$ cat config.mk
export PLATFORM = sky130hd
export DESIGN_NAME = aif_irq_ctrl
export DESIGN_NICKNAME = d
export VERILOG_FILES = /design/src/aif_pkg.sv /design/src/aif_ahb_slave.sv /design/src/aif_lead_delay.sv /design/src/aif_irq_ctrl.sv
export SDC_FILE = /design/constraint.sdc
export NUM_CORES = 1
export LEC_CHECK = 0
export ABC_AREA = 1
export BUFFER_PORTS_ARGS = -buffer_cell sky130_fd_sc_hd__buf_2
export CAP_MARGIN = 5
export CORE_MARGIN = 2
export CORE_UTILIZATION = 30
export CTS_CLUSTER_DIAMETER = 100
export DETAILED_ROUTE_END_ITERATION = 8
export GPL_ROUTABILITY_DRIVEN = 0
export GPL_TIMING_DRIVEN = 1
export HOLD_SLACK_MARGIN = 0.15
export SYNTH_ARGS = -nofsm -noshare
export SYNTH_HDL_FRONTEND = slang
export SYNTH_HIERARCHICAL = 1
export SYNTH_SLANG_ARGS = --single-unit
$ cat constraint.sdc
create_clock -name clock_in -period 3.8 [get_ports clock_in]
set_input_delay 0.76 -clock clock_in [delete_from_list [all_inputs] [get_ports clock_in]]
set_output_delay 0.76 -clock clock_in [all_outputs]
set_load 0.005 [all_outputs]
$ cat src/aif_pkg.sv
package aif_pkg;

  localparam int NUM_LINES = 4;
  localparam int RESULT_W = 12;

  // register byte addresses
  localparam logic [7:0] ADDR_FLAG = 8'h00;
  localparam logic [7:0] ADDR_CLEAR = 8'h04;
  localparam logic [7:0] ADDR_OVF = 8'h08;
  localparam logic [7:0] ADDR_OVF_CLEAR = 8'h0C;
  localparam logic [7:0] ADDR_CONT = 8'h10;
  localparam logic [7:0] ADDR_CTRL = 8'h14;
  localparam logic [7:0] ADDR_RESULT = 8'h18;
  localparam logic [7:0] ADDR_IRQ_STAT = 8'h1C;
  localparam logic [7:0] ADDR_IRQ_MASK = 8'h20;

  // control register fields
  localparam int CTRL_LATE_BIT = 0;
  localparam int CTRL_DIV_LSB = 4;
  localparam int DIV_W = 4;

  // in late mode the flag leads the result latch by 3 cycles, not 1, when the divider is above this
  localparam logic [DIV_W-1:0] DIV_LEAD_LIMIT = 4'h2;
  localparam logic [DIV_W-1:0] LEAD_CYCLES = 4'h3;

  localparam logic [1:0] HTRANS_NONSEQ = 2'h2;
  localparam logic [2:0] HSIZE_WORD = 3'h2;

  typedef struct packed {
    logic valid;
    logic [1:0] line;
    logic [RESULT_W-1:0] data;
  } aif_conv_t;

  typedef struct packed {
    logic sel;
    logic write;
    logic [7:0] addr;
  } aif_bus_req_t;

  typedef struct packed {
    logic we;
    logic [7:0] addr;
    logic [31:0] wdata;
  } aif_reg_wr_t;

endpackage : aif_pkg

$ cat src/aif_ahb_slave.sv
`timescale 1ns/1ns
module aif_ahb_slave
  import aif_pkg::*;
(
  input wire logic clock_in,
  input wire logic srst_in,
  input wire logic hsel_in,
  input wire logic [31:0] haddr_in,
  input wire logic [1:0] htrans_in,
  input wire logic hwrite_in,
  input wire logic [2:0] hsize_in,
  input wire logic hready_in,
  input wire logic [31:0] hwdata_in,
  output aif_reg_wr_t wr_out,
  output aif_bus_req_t rd_out
);

  typedef struct packed {
    aif_bus_req_t ph;
  } aif_ahb_state_t;

  aif_ahb_state_t st;
  aif_ahb_state_t next_st;

  always_comb begin
    next_st = st;
    next_st.ph.sel = 1'b0;
    if (hready_in) begin
      next_st.ph.sel = hsel_in && htrans_in == HTRANS_NONSEQ && hsize_in == HSIZE_WORD;
      next_st.ph.write = hwrite_in;
      next_st.ph.addr = haddr_in[7:0];
    end
  end

  always_ff @(posedge clock_in) begin
    if (srst_in) begin
      st <= '0;
    end else begin
      st <= next_st;
    end
  end

  // data phase: write lands with hwdata, read request passed on for decode
  always_comb begin
    wr_out.we = st.ph.sel && st.ph.write;
    wr_out.addr = st.ph.addr;
    wr_out.wdata = hwdata_in;
    rd_out = st.ph;
  end

endmodule : aif_ahb_slave

$ cat src/aif_lead_delay.sv
`timescale 1ns/1ns
module aif_lead_delay
  import aif_pkg::*;
(
  input wire logic clock_in,
  input wire logic srst_in,
  input aif_conv_t conv_in,
  input wire logic [DIV_W-1:0] hold_in,
  output aif_conv_t conv_out
);

  // holds one conversion for hold_in cycles, then presents it for one cycle
  typedef struct packed {
    aif_conv_t pend;
    logic [DIV_W-1:0] count;
  } aif_dly_state_t;

  aif_dly_state_t st;
  aif_dly_state_t next_st;

  always_comb begin
    next_st = st;
    conv_out = '0;
    if (st.pend.valid) begin
      if (st.count <= 4'h1) begin
        conv_out = st.pend;
        next_st.pend.valid = 1'b0;
      end else begin
        next_st.count = st.count - 4'h1;
      end
    end
    if (conv_in.valid) begin
      next_st.pend = conv_in;
      next_st.count = hold_in;
    end
  end

  always_ff @(posedge clock_in) begin
    if (srst_in) begin
      st <= '0;
    end else begin
      st <= next_st;
    end
  end

endmodule : aif_lead_delay

$ cat src/aif_irq_ctrl.sv
// Chosen here: the register offsets and the AHB-Lite interface to the registers.
`timescale 1ns/1ns
module aif_irq_ctrl
  import aif_pkg::*;
#(
  parameter int LINES = NUM_LINES
) (
  input wire logic clock_in,
  input wire logic srst_in,
  input wire logic hsel_in,
  input wire logic [31:0] haddr_in,
  input wire logic [1:0] htrans_in,
  input wire logic hwrite_in,
  input wire logic [2:0] hsize_in,
  input wire logic hready_in,
  input wire logic [31:0] hwdata_in,
  output logic hreadyout_out,
  output logic hresp_out,
  output logic [31:0] hrdata_out,
  input aif_conv_t conv_in,
  output logic [LINES-1:0] conversion_irq_out,
  output logic [LINES-1:0] dma_trigger_out,
  output logic [LINES-1:0] accel_trigger_out,
  output logic [RESULT_W-1:0] conversion_result_out,
  output logic cpu_irq_out
);

  typedef struct packed {
    logic [LINES-1:0] conversion_irq_flag;
    logic [LINES-1:0] irq_overflow_flag;
    logic [LINES-1:0] continuous_irq_select;
    logic late_mode;
    logic [DIV_W-1:0] clock_divider_setting;
    logic [RESULT_W-1:0] conversion_result;
    logic [LINES-1:0] irq_pulse;
    logic [LINES-1:0] sts;
    logic [LINES-1:0] mask;
    logic cpu_irq;
    logic [31:0] rdata;
  } aif_state_t;

  aif_state_t st;
  aif_state_t next_st;
  aif_reg_wr_t wr;
  aif_bus_req_t rd;
  aif_conv_t latched;
  logic [DIV_W-1:0] hold;
  logic [LINES-1:0] event_vec;
  logic [LINES-1:0] clear_vec;
  logic [LINES-1:0] ovf_clear_vec;

  function automatic logic hit(input aif_reg_wr_t w, input logic [7:0] a);
    hit = w.we && w.addr == a;
  endfunction : hit

  aif_ahb_slave u_bus (
    .clock_in(clock_in),
    .srst_in(srst_in),
    .hsel_in(hsel_in),
    .haddr_in(haddr_in),
    .htrans_in(htrans_in),
    .hwrite_in(hwrite_in),
    .hsize_in(hsize_in),
    .hready_in(hready_in),
    .hwdata_in(hwdata_in),
    .wr_out(wr),
    .rd_out(rd)
  );

  // result latch trails the flag by 3 cycles instead of 1 when late mode and divider above limit
  always_comb begin
    hold = 4'h1;
    if (st.late_mode && st.clock_divider_setting > DIV_LEAD_LIMIT) begin
      hold = LEAD_CYCLES;
    end
  end

  aif_lead_delay u_lead (
    .clock_in(clock_in),
    .srst_in(srst_in),
    .conv_in(conv_in),
    .hold_in(hold),
    .conv_out(latched)
  );

  genvar g;
  generate
    for (g = 0; g < LINES; g++) begin : g_line
      assign event_vec[g] = conv_in.valid && conv_in.line == 2'(g);
    end
  endgenerate

  always_comb begin
    clear_vec = '0;
    ovf_clear_vec = '0;
    if (hit(wr, ADDR_CLEAR)) begin
      clear_vec = wr.wdata[LINES-1:0];
    end
    if (hit(wr, ADDR_OVF_CLEAR)) begin
      ovf_clear_vec = wr.wdata[LINES-1:0];
    end
  end

  always_comb begin
    next_st = st;
    // flag clears first, then events set it so a same-cycle set wins
    next_st.conversion_irq_flag = st.conversion_irq_flag & ~clear_vec;
    next_st.irq_overflow_flag = st.irq_overflow_flag & ~ovf_clear_vec;
    for (int i = 0; i < LINES; i++) begin
      next_st.irq_pulse[i] = 1'b0;
      if (event_vec[i]) begin
        next_st.conversion_irq_flag[i] = 1'b1;
        if (st.conversion_irq_flag[i]) begin
          next_st.irq_overflow_flag[i] = 1'b1;
        end
        if (st.continuous_irq_select[i] || !st.conversion_irq_flag[i]) begin
          next_st.irq_pulse[i] = 1'b1;
        end
      end
    end
    if (latched.valid) begin
      next_st.conversion_result = latched.data;
    end
    next_st.sts = (st.sts & ~((hit(wr, ADDR_IRQ_STAT)) ? wr.wdata[LINES-1:0] : '0))
      | next_st.irq_pulse;
    if (hit(wr, ADDR_IRQ_MASK)) begin
      next_st.mask = wr.wdata[LINES-1:0];
    end
    if (hit(wr, ADDR_CONT)) begin
      next_st.continuous_irq_select = wr.wdata[LINES-1:0];
    end
    if (hit(wr, ADDR_CTRL)) begin
      next_st.late_mode = wr.wdata[CTRL_LATE_BIT];
      next_st.clock_divider_setting = wr.wdata[CTRL_DIV_LSB +: DIV_W];
    end
    next_st.cpu_irq = |(next_st.sts & next_st.mask);
    next_st.rdata = '0;
    if (rd.sel && !rd.write) begin
      case (rd.addr)
        ADDR_FLAG: next_st.rdata[LINES-1:0] = st.conversion_irq_flag;
        ADDR_OVF: next_st.rdata[LINES-1:0] = st.irq_overflow_flag;
        ADDR_CONT: next_st.rdata[LINES-1:0] = st.continuous_irq_select;
        ADDR_CTRL: begin
          next_st.rdata[CTRL_LATE_BIT] = st.late_mode;
          next_st.rdata[CTRL_DIV_LSB +: DIV_W] = st.clock_divider_setting;
        end
        ADDR_RESULT: next_st.rdata[RESULT_W-1:0] = st.conversion_result;
        ADDR_IRQ_STAT: next_st.rdata[LINES-1:0] = st.sts;
        ADDR_IRQ_MASK: next_st.rdata[LINES-1:0] = st.mask;
        default: next_st.rdata = '0;
      endcase
    end
  end

  always_ff @(posedge clock_in) begin
    if (srst_in) begin
      st <= '0;
    end else begin
      st <= next_st;
    end
  end

  // single registered read: the data phase gets one wait state
  always_ff @(posedge clock_in) begin
    if (srst_in) begin
      hreadyout_out <= 1'b1;
    end else begin
      hreadyout_out <= !(hready_in && hsel_in && htrans_in == HTRANS_NONSEQ && !hwrite_in);
    end
  end

  always_ff @(posedge clock_in) begin
    if (srst_in) begin
      hresp_out <= 1'b0;
    end else begin
      hresp_out <= 1'b0;
    end
  end

  always_comb begin
    hrdata_out = st.rdata;
    conversion_irq_out = st.irq_pulse;
    dma_trigger_out = st.irq_pulse;
    accel_trigger_out = st.irq_pulse;
    conversion_result_out = st.conversion_result;
    cpu_irq_out = st.cpu_irq;
  end

endmodule : aif_irq_ctrl

Word-level counts from Yosys, hierarchy flattened
Cells that the tools add are included.
Word-level totals
  bits in registers: 104
  bits of input ports: 89
  output and inout bits: 59
  word-level logic and storage cells: 121
Cells by class
  $add $sub $neg: 1
  order comparisons: 2
  eq/ne operators: 14
  muxes and demuxes: 35
  bitwise operators: 11
  reductions and logical operators: 37
Operator list (count)
  equality test 8 x 5 -> 1 bit (second input constant): 4
  2-to-1 mux 15 bit: 2
  2-to-1 mux 4 bit: 6
  2-to-1 mux 1 bit: 22
  2-to-1 mux 19 bit: 1
  logical AND 1 bit: 18
  case mux 3 bit (6 select lines): 1
  bitwise AND 4 bit: 4
  equality test 8 x 4 -> 1 bit (second input constant): 2
  inverter 4 bit: 3
  equality test 8 x 3 -> 1 bit (second input constant): 1
  equality test 8 x 6 -> 1 bit (second input constant): 1
  logical NOT 8 bit: 1
  case mux 4 bit (2 select lines): 1
  logical NOT 1 bit: 7
  case mux 1 bit (7 select lines): 1
  equality test 2 bit (second input constant): 3
  > comparator 4 x 2 -> 1 bit (second input constant): 1
  less-or-equal comparator 4 x 1 -> 1 bit (second input constant): 1
  logical OR 1 bit: 4
  OR 4 bit: 1
  OR reduction 2 bit: 2
  OR reduction 4 bit: 1
  subtractor 4 x 1 -> 4 bit (second input constant): 1
  other kinds (9): 11

Longest topological paths before layout
Gate-level depths: netlist (run 1).
  depth in word-level cells: 8
  mapped depth: 12
  depth with buffers taken out: 11

By module
Netlist (run 1), hierarchy kept.
Modules (own cells, without submodules)
  aif_irq_ctrl: times used 1, cells an instance 371, area each 2737.6 sq um, seq. area each 1101.1 sq um
  aif_lead_delay: times used 1, cells an instance 132, area each 939.7 sq um, seq. area each 380.4 sq um
  aif_ahb_slave: times used 1, cells an instance 92, area each 719.4 sq um, seq. area each 200.2 sq um

Least setup slack after synthesis (run 1)
OpenSTA, ideal clock, no wires.
  kind: input to register
  start point: in conv_in[12] (netlist name)
  end point: reg st, in the netlist cpu_irq_out
  setup time: 0.065 ns
  data arrival time: 1.424 ns
  data required time: 3.735 ns
  setup slack: 2.311 ns
  cell stages on the path: 8
  buffers on the path: 0
  cell sequence: inv_1 > nor3_1 > nand2_1 > nand2_1 > nand2_1 > nand2_1 > nor2_1 > nor2_1
On the way
  longest elaborated chain between the ends: 6
  elaborated cells on any way between the ends: 15
  those cells by class: eq/ne: 3; mux: 4; bitwise: 2; reduce/logical: 6
RTL lines
  start: declaration: RTL line aif_irq_ctrl.sv:20  | input aif_conv_t conv_in,
  equality test 2 x 1 -> 1 bit (tied with other cells): RTL line aif_irq_ctrl.sv:89  | assign event_vec[g] = conv_in.valid && conv_in.line == 2'(g);
  logical AND 1 bit: RTL line aif_irq_ctrl.sv:89
  2-to-1 mux 1 bit: RTL line aif_irq_ctrl.sv:111  | if (event_vec[i]) begin
  OR 4 bit *: RTL line aif_irq_ctrl.sv:125  | | next_st.irq_pulse;
  bitwise AND 4 bit *: RTL line aif_irq_ctrl.sv:136  | next_st.cpu_irq = |(next_st.sts & next_st.mask);
  OR reduction 4 bit *: RTL line aif_irq_ctrl.sv:136
  end signal: assignment: RTL line aif_irq_ctrl.sv:159  | st <= next_st;
  end: declaration: RTL line aif_irq_ctrl.sv:42  | aif_state_t st;
Every way passes the cells marked *; elsewhere a longest branch is shown, timed or not.
A chain may end at the register's enable or synchronous reset.

==> results of run 1 <==
-- layer usage --
metal / part of all wire / up-vias / wire length, µm
met3: 0.051 / 15 / 454
li1: - / 1737 / -
met1: 0.49 / 1437 / 4380
met2: 0.44 / 80 / 3950
met4: 0.017 / 0 / 155
met5: 0 / - / 0
-- state kept, by name, indices dropped and copies added, names as in the netlist --
name	flops
accel_trigger_out	4
conversion_result_out	12
cpu_irq_out	1
hrdata_out	12
hreadyout_out	1
st	25
u_bus/rd_out	10
u_lead/st	17
-- path summary, 6_finish.rpt --
check	slack (ns)	endpoint	cells after the start	start
worst max-delay path	1.82	conversion_result_out[3]	4	srst_in
worst min-delay path	0.45	hrdata_out[8]	2	conversion_result_out[8]
worst max register to register	1.98	conversion_result_out[3]	9	u_lead/st[0]
worst min register to register	0.45	hrdata_out[8]	2	conversion_result_out[8]
-- critical path, cell delays in order --
cell and delay [ns]:
buf_2 0.57, inv_1 0.55, o21ai_0 0.23, a21oi_1 0.06
-- area by class of cell --
type | count | share of cell area
clock buffers | 9 | 0.0503
multi-input cells | 342 | 0.372
clock inverters | 7 | 0.0117
flip-flops and latches | 82 | 0.367
repair buffers | 78 | 0.0872
well taps | 176 | 0.0492
inverters | 73 | 0.0629
-- power by group --
| group | switching [mW] | total, mW | internal [mW] |
|---|---|---|---|
| sequential | 0.0275 | 0.930 | 0.903 |
| clock | 0.369 | 0.816 | 0.447 |
| combinational | 0.159 | 0.242 | 0.0832 |
-- layout by cell type, fill, tap and decap left out, types with 15 or more instances in the layout --
master / n
nand2_1: 95
o21ai_0: 50
inv_1: 69
nor2_1: 34
nand3_1: 23
buf_2: 78
dfxtp_1: 82
a21oi_1: 57
conb_1: 24
nor2_2: 15
-- per-stage QoR --
stage          instance area [µm²]   util  instances
4_1_cts                       4480  0.335        767
3_5_place_dp                  4200  0.314        751
5_1_grt                       4480  0.335        767
6_report                      4480  0.335        767
3_3_place_gp                  4200  0.314        751
2_1_floorplan                 4220      -        583
==> metrics.md, run 1 <==
| Metric | Value |
|---|---|
| WP data arrival | `2.19 ns` |
| Reg area | `1640 µm²` |
| Cts bufs inserted | `9` |
| Cell Rows | `42` |
| Post-CTS Resized | `0` |
| Clock latency on the worst-skew pair | `between 0.3 and 0.4 ns` |
| Power consumption | `1.99 mW` |
| Synth Area per Inst | `around 7.4 µm²` |
| FMAX | `504 MHz` |
| Die height | `roughly 120 µm` |
| M2 GR Usage | `0.187` |
| CTS hold repair buffers | `0` |
| WS Path Type | `input port to flop` |
| Wire per inst | `between 10 and 15 µm` |
| Fillcell total | `~1,500` |
| Total Nets Final | `roughly 680` |
| CP endpoint kind | `flop` |
| Actual slew at the worst max-slew pin | `0.761 ns` |
| CTS tree | `done` |
| Skew final | `0.00498 ns` |
| M1 GR Usage | `0.177` |
| Final wirelength | `between 8000 and 9000 µm` |
| Vias per cell | `between 4 and 5` |
| Vias in the first global route | `just under 3,000` |
| Core Box Area | `around 13,000 µm²` |
| Layout cell share with drive strength beyond 1 | `0.227` |
| Global Route Usage Sum | `0.128` |
| Dpl ws | `~1.4 ns` |
| Rel. slew slack | `0.493` |
| I/O pin count | `148` |
| Worst setup SP type | `input port` |
| Number of max-cap violations | `0` |
| First-pass GRT wire length | `14,500 µm` |
| H-tree levels | `3` |
| GR peak layer | `met2` |
| GR Util met3 | `0.0334` |
| Final setup TNS | `0 ns` |
| # Post-CTS Setup Buffers | `0` |
| Port Buffers | `between 70 and 80` |
| Cell Pwr Density | `roughly 440 nW/µm²` |
| Die Width | `121 µm` |
| Fin worst setup slack | `between 1.5 and 2 ns` |
| Hold Worst Slack | `about 0.45 ns` |
| Crit Path Max Fanout | `37` |
| Root buf cell | `clkbuf_16` |
| Number of diodes | `0` |
| Die area | `14,700 µm²` |
| WP data required | `between 4 and 5 ns` |
| Unrepaired setup endpoints after global routing | `no` |
| Post-Syn Area | `a little over 4000 µm²` |
| Crit path time final | `between 1.5 and 2 ns` |
| DR vias | `between 3,000 and 4,000` |
| Pin count of the biggest net entering global routing | `38` |
| Yosys warns | `6` |
| Setup-failing EPs final | `0` |
| Initial antenna violation count | `0` |
| Routed Antenna Nets | `0` |
| DR DRC count | `0` |
| Peak supply drop | `0.000172 V` |
| DR pass1 iterations | `4` |
| Grt total ovfl | `0` |
| Cells after Synth | `around 560` |
| Clock Sinks | `82` |
| HP Class | `flop to flop` |
| Hold Fails Final Rpt | `0` |
| Status | `finished, final reports clean` |
| Multi-input logic area | `1660 µm²` |
| Max Buffers Root-to-Sink | `2` |
| Tcrit/Tclk final | `0.522` |
| Area grow syn2layout | `8.20%` |
| Leakage Power | `1.96 nW` |
| Slew Viols, Final | `0` |
| Clock-pin slew on the worst setup and hold paths | `roughly 0.06 ns` |
| Dpl hpwl | `between 6000 and 7000 µm` |
| Initial core utilization | `0.310` |
| Initial DRC count | `145` |
(Power assumes the default switching activity.)
==> run 2: changes to the inputs <==
clock period = 1.6 ns   (was 3.8 ns; I/O delays follow)
==> run 2 against run 1 <==
  * Design area rose by 5.6%
  * Non-clock buffer count rose by 22
  * Worst setup slack got worse by 1.7 ns
  * Global-route usage barely moved
  * Total power rose by 140%
  * Largest cell class unchanged
==> metrics.md, run 2 (synthesis gave the netlist of run 1 again) <==
| Metric | Value |
|---|---|
| Skew final | `roughly 0.01 ns` |
| Number of max-cap violations | `0` |
| Final setup TNS | `0 ns` |
| Hold Path Depth | `2` |
| Port Buffers | `around 80` |
| Post-layout util | `0.354` |
| Worst setup SP type | `flop` |
| Leakage Power | `2.08 nW` |
| Pin count of the biggest net entering global routing | `25` |
| Crit Path Max Fanout | `11` |
| Most common cell after layout, fill and taps aside | `nand2_1` |
| WP data arrival | `approximately 1.7 ns` |
| DR pass1 iterations | `4` |
| HP Class | `input port to flop` |
| Max Buffers Root-to-Sink | `2` |
| Regs by FF count | `st (25), u_lead/st (17)` |
| Initial antenna violation count | `0` |
| Hold Worst Slack | `between 0.15 and 0.2 ns` |
| Total Nets Final | `approximately 700` |
| Clock latency on the worst-skew pair | `about 0.34 ns` |
| Wire per inst | `approximately 12 µm` |
| Die height | `between 100 and 150 µm` |
| CTS tree | `done` |
| Grt total ovfl | `0` |
| Unrepaired setup endpoints after global routing | `no` |
| DR DRC count | `0` |
| Cts bufs inserted | `9` |
| Area grow syn2layout | `14.2%` |
| CP endpoint kind | `flop` |
| Slew Viols, Final | `0` |
| Die Width | `about 120 µm` |
| First-pass GRT wire length | `14,800 µm` |
| Peak supply drop | `between 0.0004 and 0.0005 V` |
| Crit path time final | `approximately 1.5 ns` |
| Dpl hpwl | `approximately 7000 µm` |
| Hold Fails Final Rpt | `0` |
| Final wirelength | `between 9000 and 10,000 µm` |
| Max reg flops | `25` |
| Cell Pwr Density | `roughly 1000 nW/µm²` |
| Global Route Usage Sum | `0.128` |
| Core Box Area | `~13,000 µm²` |
| Largest reg by FF count | `st` |
| Layout cell share with drive strength beyond 1 | `0.273` |
| Initial core utilization | `0.310` |
| Most frequent cells in the layout | `nand2_1, dfxtp_1, buf_2` |
| Cell Rows | `42` |
| DR vias | `~3,400` |
| Clock Sinks | `82` |
| Routed Antenna Nets | `0` |
| Setup-failing EPs final | `0` |
| Status | `finished, final reports clean` |
| CTS hold repair buffers | `0` |
| Vias in the first global route | `between 3,000 and 4,000` |
| Root buf cell | `clkbuf_16` |
| Worst r2r path cells | `11` |
| Tcrit/Tclk final | `0.916` |
| Die area | `between 10,000 and 15,000 µm²` |
| Initial DRC count | `around 100` |
| WS Path Type | `flop to flop` |
| WP data required | `roughly 1.8 ns` |
| I/O pin count | `148` |
| Number of diodes | `0` |
| Dpl ws | `0.0738 ns` |
| FMAX | `about 680 MHz` |
| Clock-pin slew on the worst setup and hold paths | `0.06 ns` |
| H-tree levels | `3` |
| Fin worst setup slack | `0.135 ns` |
| Vias per cell | `between 4 and 5` |
==> run 2: cell count changes in the layout (fill, tap and decap cells not counted), sizes merged <==
| cell | before | now |
|---|---|---|
| clkinvlp | 1 | 2 |
| buf | 78 | 100 |
| clkinv | 4 | 2 |
| clkbuf | 9 | 11 |
| inv | 75 | 73 |
==> run 2: cell type report <==
class | instances | area [µm²]
inverter | 73 | 282
multi-input combinational | 342 | 1710
fill | 1482 | 8620
timing repair buffer | 100 | 593
tap | 176 | 220
clock inverter | 4 | 28.8
sequential | 82 | 1650
clock buffer | 11 | 243
==> run 2: per-layer routing <==
metal,GRT usage,vias to the layer above,part of all wire
met5,0,-,0
met4,0.0496,0,0.016
met3,0.0291,10,0.047
met2,0.195,73,0.45
met1,0.177,1497,0.49
li1,-,1781,-
==> run 2: critical path, stage by stage, from the launching register on <==
cell and delay [ns]:
dfxtp_2 0.32, buf_4 0.13, ha_1 0.18, inv_1 0.06
nand2_2 0.06, nand2_2 0.10, nor2_4 0.04, inv_2 0.08
buf_12 0.14, nor2_1 0.04, o21ai_0 0.15, a21oi_1 0.05
==> run 2: per-stage QoR <==
stage,instance area (µm²),cells,power (mW)
6_report,4720,788,4.78
5_1_grt,4720,788,5.01
4_1_cts,4630,784,4.80
3_5_place_dp,4360,769,2.89
3_3_place_gp,4360,769,2.88
2_1_floorplan,4220,583,2.77
==> run 2: repair_timing <==
action / in CTS / in global routing
endpoints found under the hold margin: 0 / 0
setup buffers: 0 / 4
resized for setup: 0 / 26
setup endpoints to repair: 0 / 24
==> run 2: final timing paths <==
check | startpoint | endpoint | slack, ns
max | u_lead/st[0] | conversion_result_out[10] | 0.14
min | hwrite_in | hreadyout_out | 0.19
max reg2reg | u_lead/st[0] | conversion_result_out[10] | 0.14
min reg2reg | conversion_result_out[10] | hrdata_out[10] | 0.46
==> run 2: power by group <==
part	internal [mW]	switching [mW]	total, mW	leakage [nW]
Sequential	2.15	0.0608	2.21	0.671
Clock	1.08	0.817	1.90	0.128
Combinational	0.260	0.408	0.669	1.28
Total	3.49	1.29	4.78	2.08
==> run 3: changes to the inputs <==
GPL_ROUTABILITY_DRIVEN = not set   (was 0)
PLACE_DENSITY = 0.54   (was not set)
clock period = 1.8 ns   (was 1.6 ns; I/O delays follow)
==> run 3 against run 2 <==
  * Combinational power fell by 19%
  * Clock power decreased by 7%
  * Non-clock buffer count fell by 15
  * Cell count shrank 1.8%
  * Design area shrank 3.6%
  * Critical path depth down 1
  * Clock skew down 0.0017 ns
  * Maximum frequency shrank 8.8%
  * Sequential share of layout area increased by 1.2 points
  * Global-route usage about the same
  * Clock-buffer cell count fell by 2
  * Largest cell class unchanged
==> metrics.md, run 3 (synthesis gave the netlist of run 1 again) <==
| Metric | Value |
|---|---|
| Skew final | `0.00824 ns` |
| Clock-pin slew on the worst setup and hold paths | `roughly 0.07 ns` |
| HP Start | `hwrite_in` |
| Grt total ovfl | `0` |
| CP endpoint kind | `flop` |
| Setup-failing EPs final | `0` |
| Hold Fails Final Rpt | `0` |
| Most common cell after layout, fill and taps aside | `nand2_1` |
| Port Buffers | `78` |
| R2R Path Start | `u_lead/st[0]` |
| Pin count of the biggest net entering global routing | `25` |
| Root buf cell | `clkbuf_16` |
| Number of max-cap violations | `0` |
| DR vias | `between 3,000 and 4,000` |
| Final setup TNS | `0 ns` |
| WP data required | `between 2 and 2.5 ns` |
| Fillcell total | `1,481` |
| Cts bufs inserted | `9` |
| Routability cong. | `around 0.8` |
| Cell Rows | `between 40 and 50` |
| DR DRC count | `0` |
| Initial DRC count | `154` |
| Die area | `14,700 µm²` |
| Total Nets Final | `approximately 700` |
| Dpl hpwl | `between 7000 and 8000 µm` |
| Largest reg by FF count | `st` |
| Post-layout util | `0.341` |
| Final wirelength | `slightly above 9000 µm` |
| CP most frequent cell | `inv_1` |
| Max reg flops | `25` |
| Crit path time final | `1.61 ns` |
| Global Route Usage Sum | `0.128` |
| CTS hold repair buffers | `0` |
| Wire per inst | `11.9 µm` |
| HP Class | `input port to flop` |
| Slowest cell on crit path | `dfxtp_1` |
| Unrepaired setup endpoints after global routing | `no` |
| DR pass1 iterations | `4` |
| FMAX | `623 MHz` |
| CP Launch Point | `u_lead/st[0]` |
| Vias per cell | `4.33` |
| CP Cell Sequence | `inv_1 -> ha_1 -> inv_1 -> nand2_1 -> nand2_2 -> nor2_4 -> inv_1 -> buf_12 -> o21ai_0 -> a21oi_1` |
| Initial antenna violation count | `0` |
| Regs by FF count | `st (25), u_lead/st (17)` |
| Max Buffers Root-to-Sink | `2` |
| Routed Antenna Nets | `0` |
| Crit Path Max Fanout | `23` |
| Vias in the first global route | `about 3,000` |
| Tcrit/Tclk final | `0.892` |
| WS Path Type | `flop to flop` |
| Cell Pwr Density | `938 nW/µm²` |
| Status | `finished, final reports clean` |
| # Post-CTS Setup Buffers | `0` |
| Peak supply drop | `roughly 0.00041 V` |
| WP data arrival | `between 1.5 and 2 ns` |
| Initial core utilization | `0.310` |
| Number of diodes | `0` |
| Slew Viols, Final | `0` |
| Clock Sinks | `82` |
| Multi-input logic area | `1660 µm²` |
| Hold Worst Slack | `between 0.2 and 0.25 ns` |
| Worst setup SP type | `flop` |
| Reg area | `between 1500 and 2000 µm²` |
| First-pass GRT wire length | `14,600 µm` |
| Die height | `roughly 120 µm` |
| Area grow syn2layout | `10.1%` |
| H-tree levels | `3` |
| Die Width | `between 100 and 150 µm` |
| CTS tree | `done` |
| Clock latency on the worst-skew pair | `0.34 ns` |
| Most frequent cells in the layout | `nand2_1, dfxtp_1, buf_2` |
| Core Box Area | `~13,000 µm²` |
| Leakage Power | `2.00 nW` |
| Layout cell share with drive strength beyond 1 | `0.236` |
| Slowest stage delay, CP | `around 0.33 ns` |
| I/O pin count | `around 150` |
## run 3: cell count changes in the layout (fill, tap and decap cells not counted), sizes merged
cell / previous run / this run
clkinvlp: 2 / 1
clkinv: 2 / 4
buf: 100 / 85
inv: 73 / 75
clkbuf: 11 / 9
## run 3: report_power, final
group          switching, mW  internal (mW)  total, mW
clock                  0.808          0.958       1.77
sequential            0.0601           1.91       1.97
combinational          0.346          0.194      0.539
## run 3: metrics by stage
stage	cells	instance area [µm²]	setup slack [ns]	power (mW)
2_1_floorplan	583	4220	0.346	2.47
3_3_place_gp	758	4260	0.173	2.53
3_5_place_dp	758	4260	0.133	2.55
4_1_cts	774	4550	0.118	4.32
5_1_grt	774	4550	0.0232	4.50
6_report	774	4550	0.194	4.27
## run 3: metal layers
| layer | up-vias | global-route usage | wire, µm |
|---|---|---|---|
| met5 | - | 0 | 0 |
| met4 | 0 | 0.0553 | 168 |
| met3 | 12 | 0.0291 | 482 |
| met2 | 91 | 0.195 | 4100 |
| met1 | 1496 | 0.173 | 4440 |
| li1 | 1755 | - | - |
## run 3: path summary, 6_finish.rpt
kind / to / slack, ns / cells past startpoint
setup reg to reg: conversion_result_out[8] / 0.19 / 10
hold / removal: hreadyout_out / 0.22 / 2
setup / recovery: conversion_result_out[8] / 0.19 / 10
hold reg to reg: hrdata_out[8] / 0.46 / 2
## run 3: critical path: cells and delay by family (launching register included)
| kind | cells | cell delay [ns] |
|---|---|---|
| AO/OA/AOI/OAI | 2 | 0.26 |
| flip-flops | 1 | 0.33 |
| AND/OR/NAND/NOR | 3 | 0.31 |
| buffers and inverters | 4 | 0.40 |
| adder cells (fa/ha/maj) | 1 | 0.19 |
## run 3: repair_timing
action,CTS,global route
resized for setup,0,2
endpoints found under the hold margin,0,0
endpoints found under the setup margin,0,3
## run 3: cell type report
class                           instances  share of cell area
Multi-Input combinational cell        342               0.365
Sequential cell                        82               0.361
Timing Repair Buffer                   85               0.100
Inverter                               73              0.0624
Clock buffer                            9              0.0495
Tap cell                              176              0.0484
Clock inverter                          7              0.0137
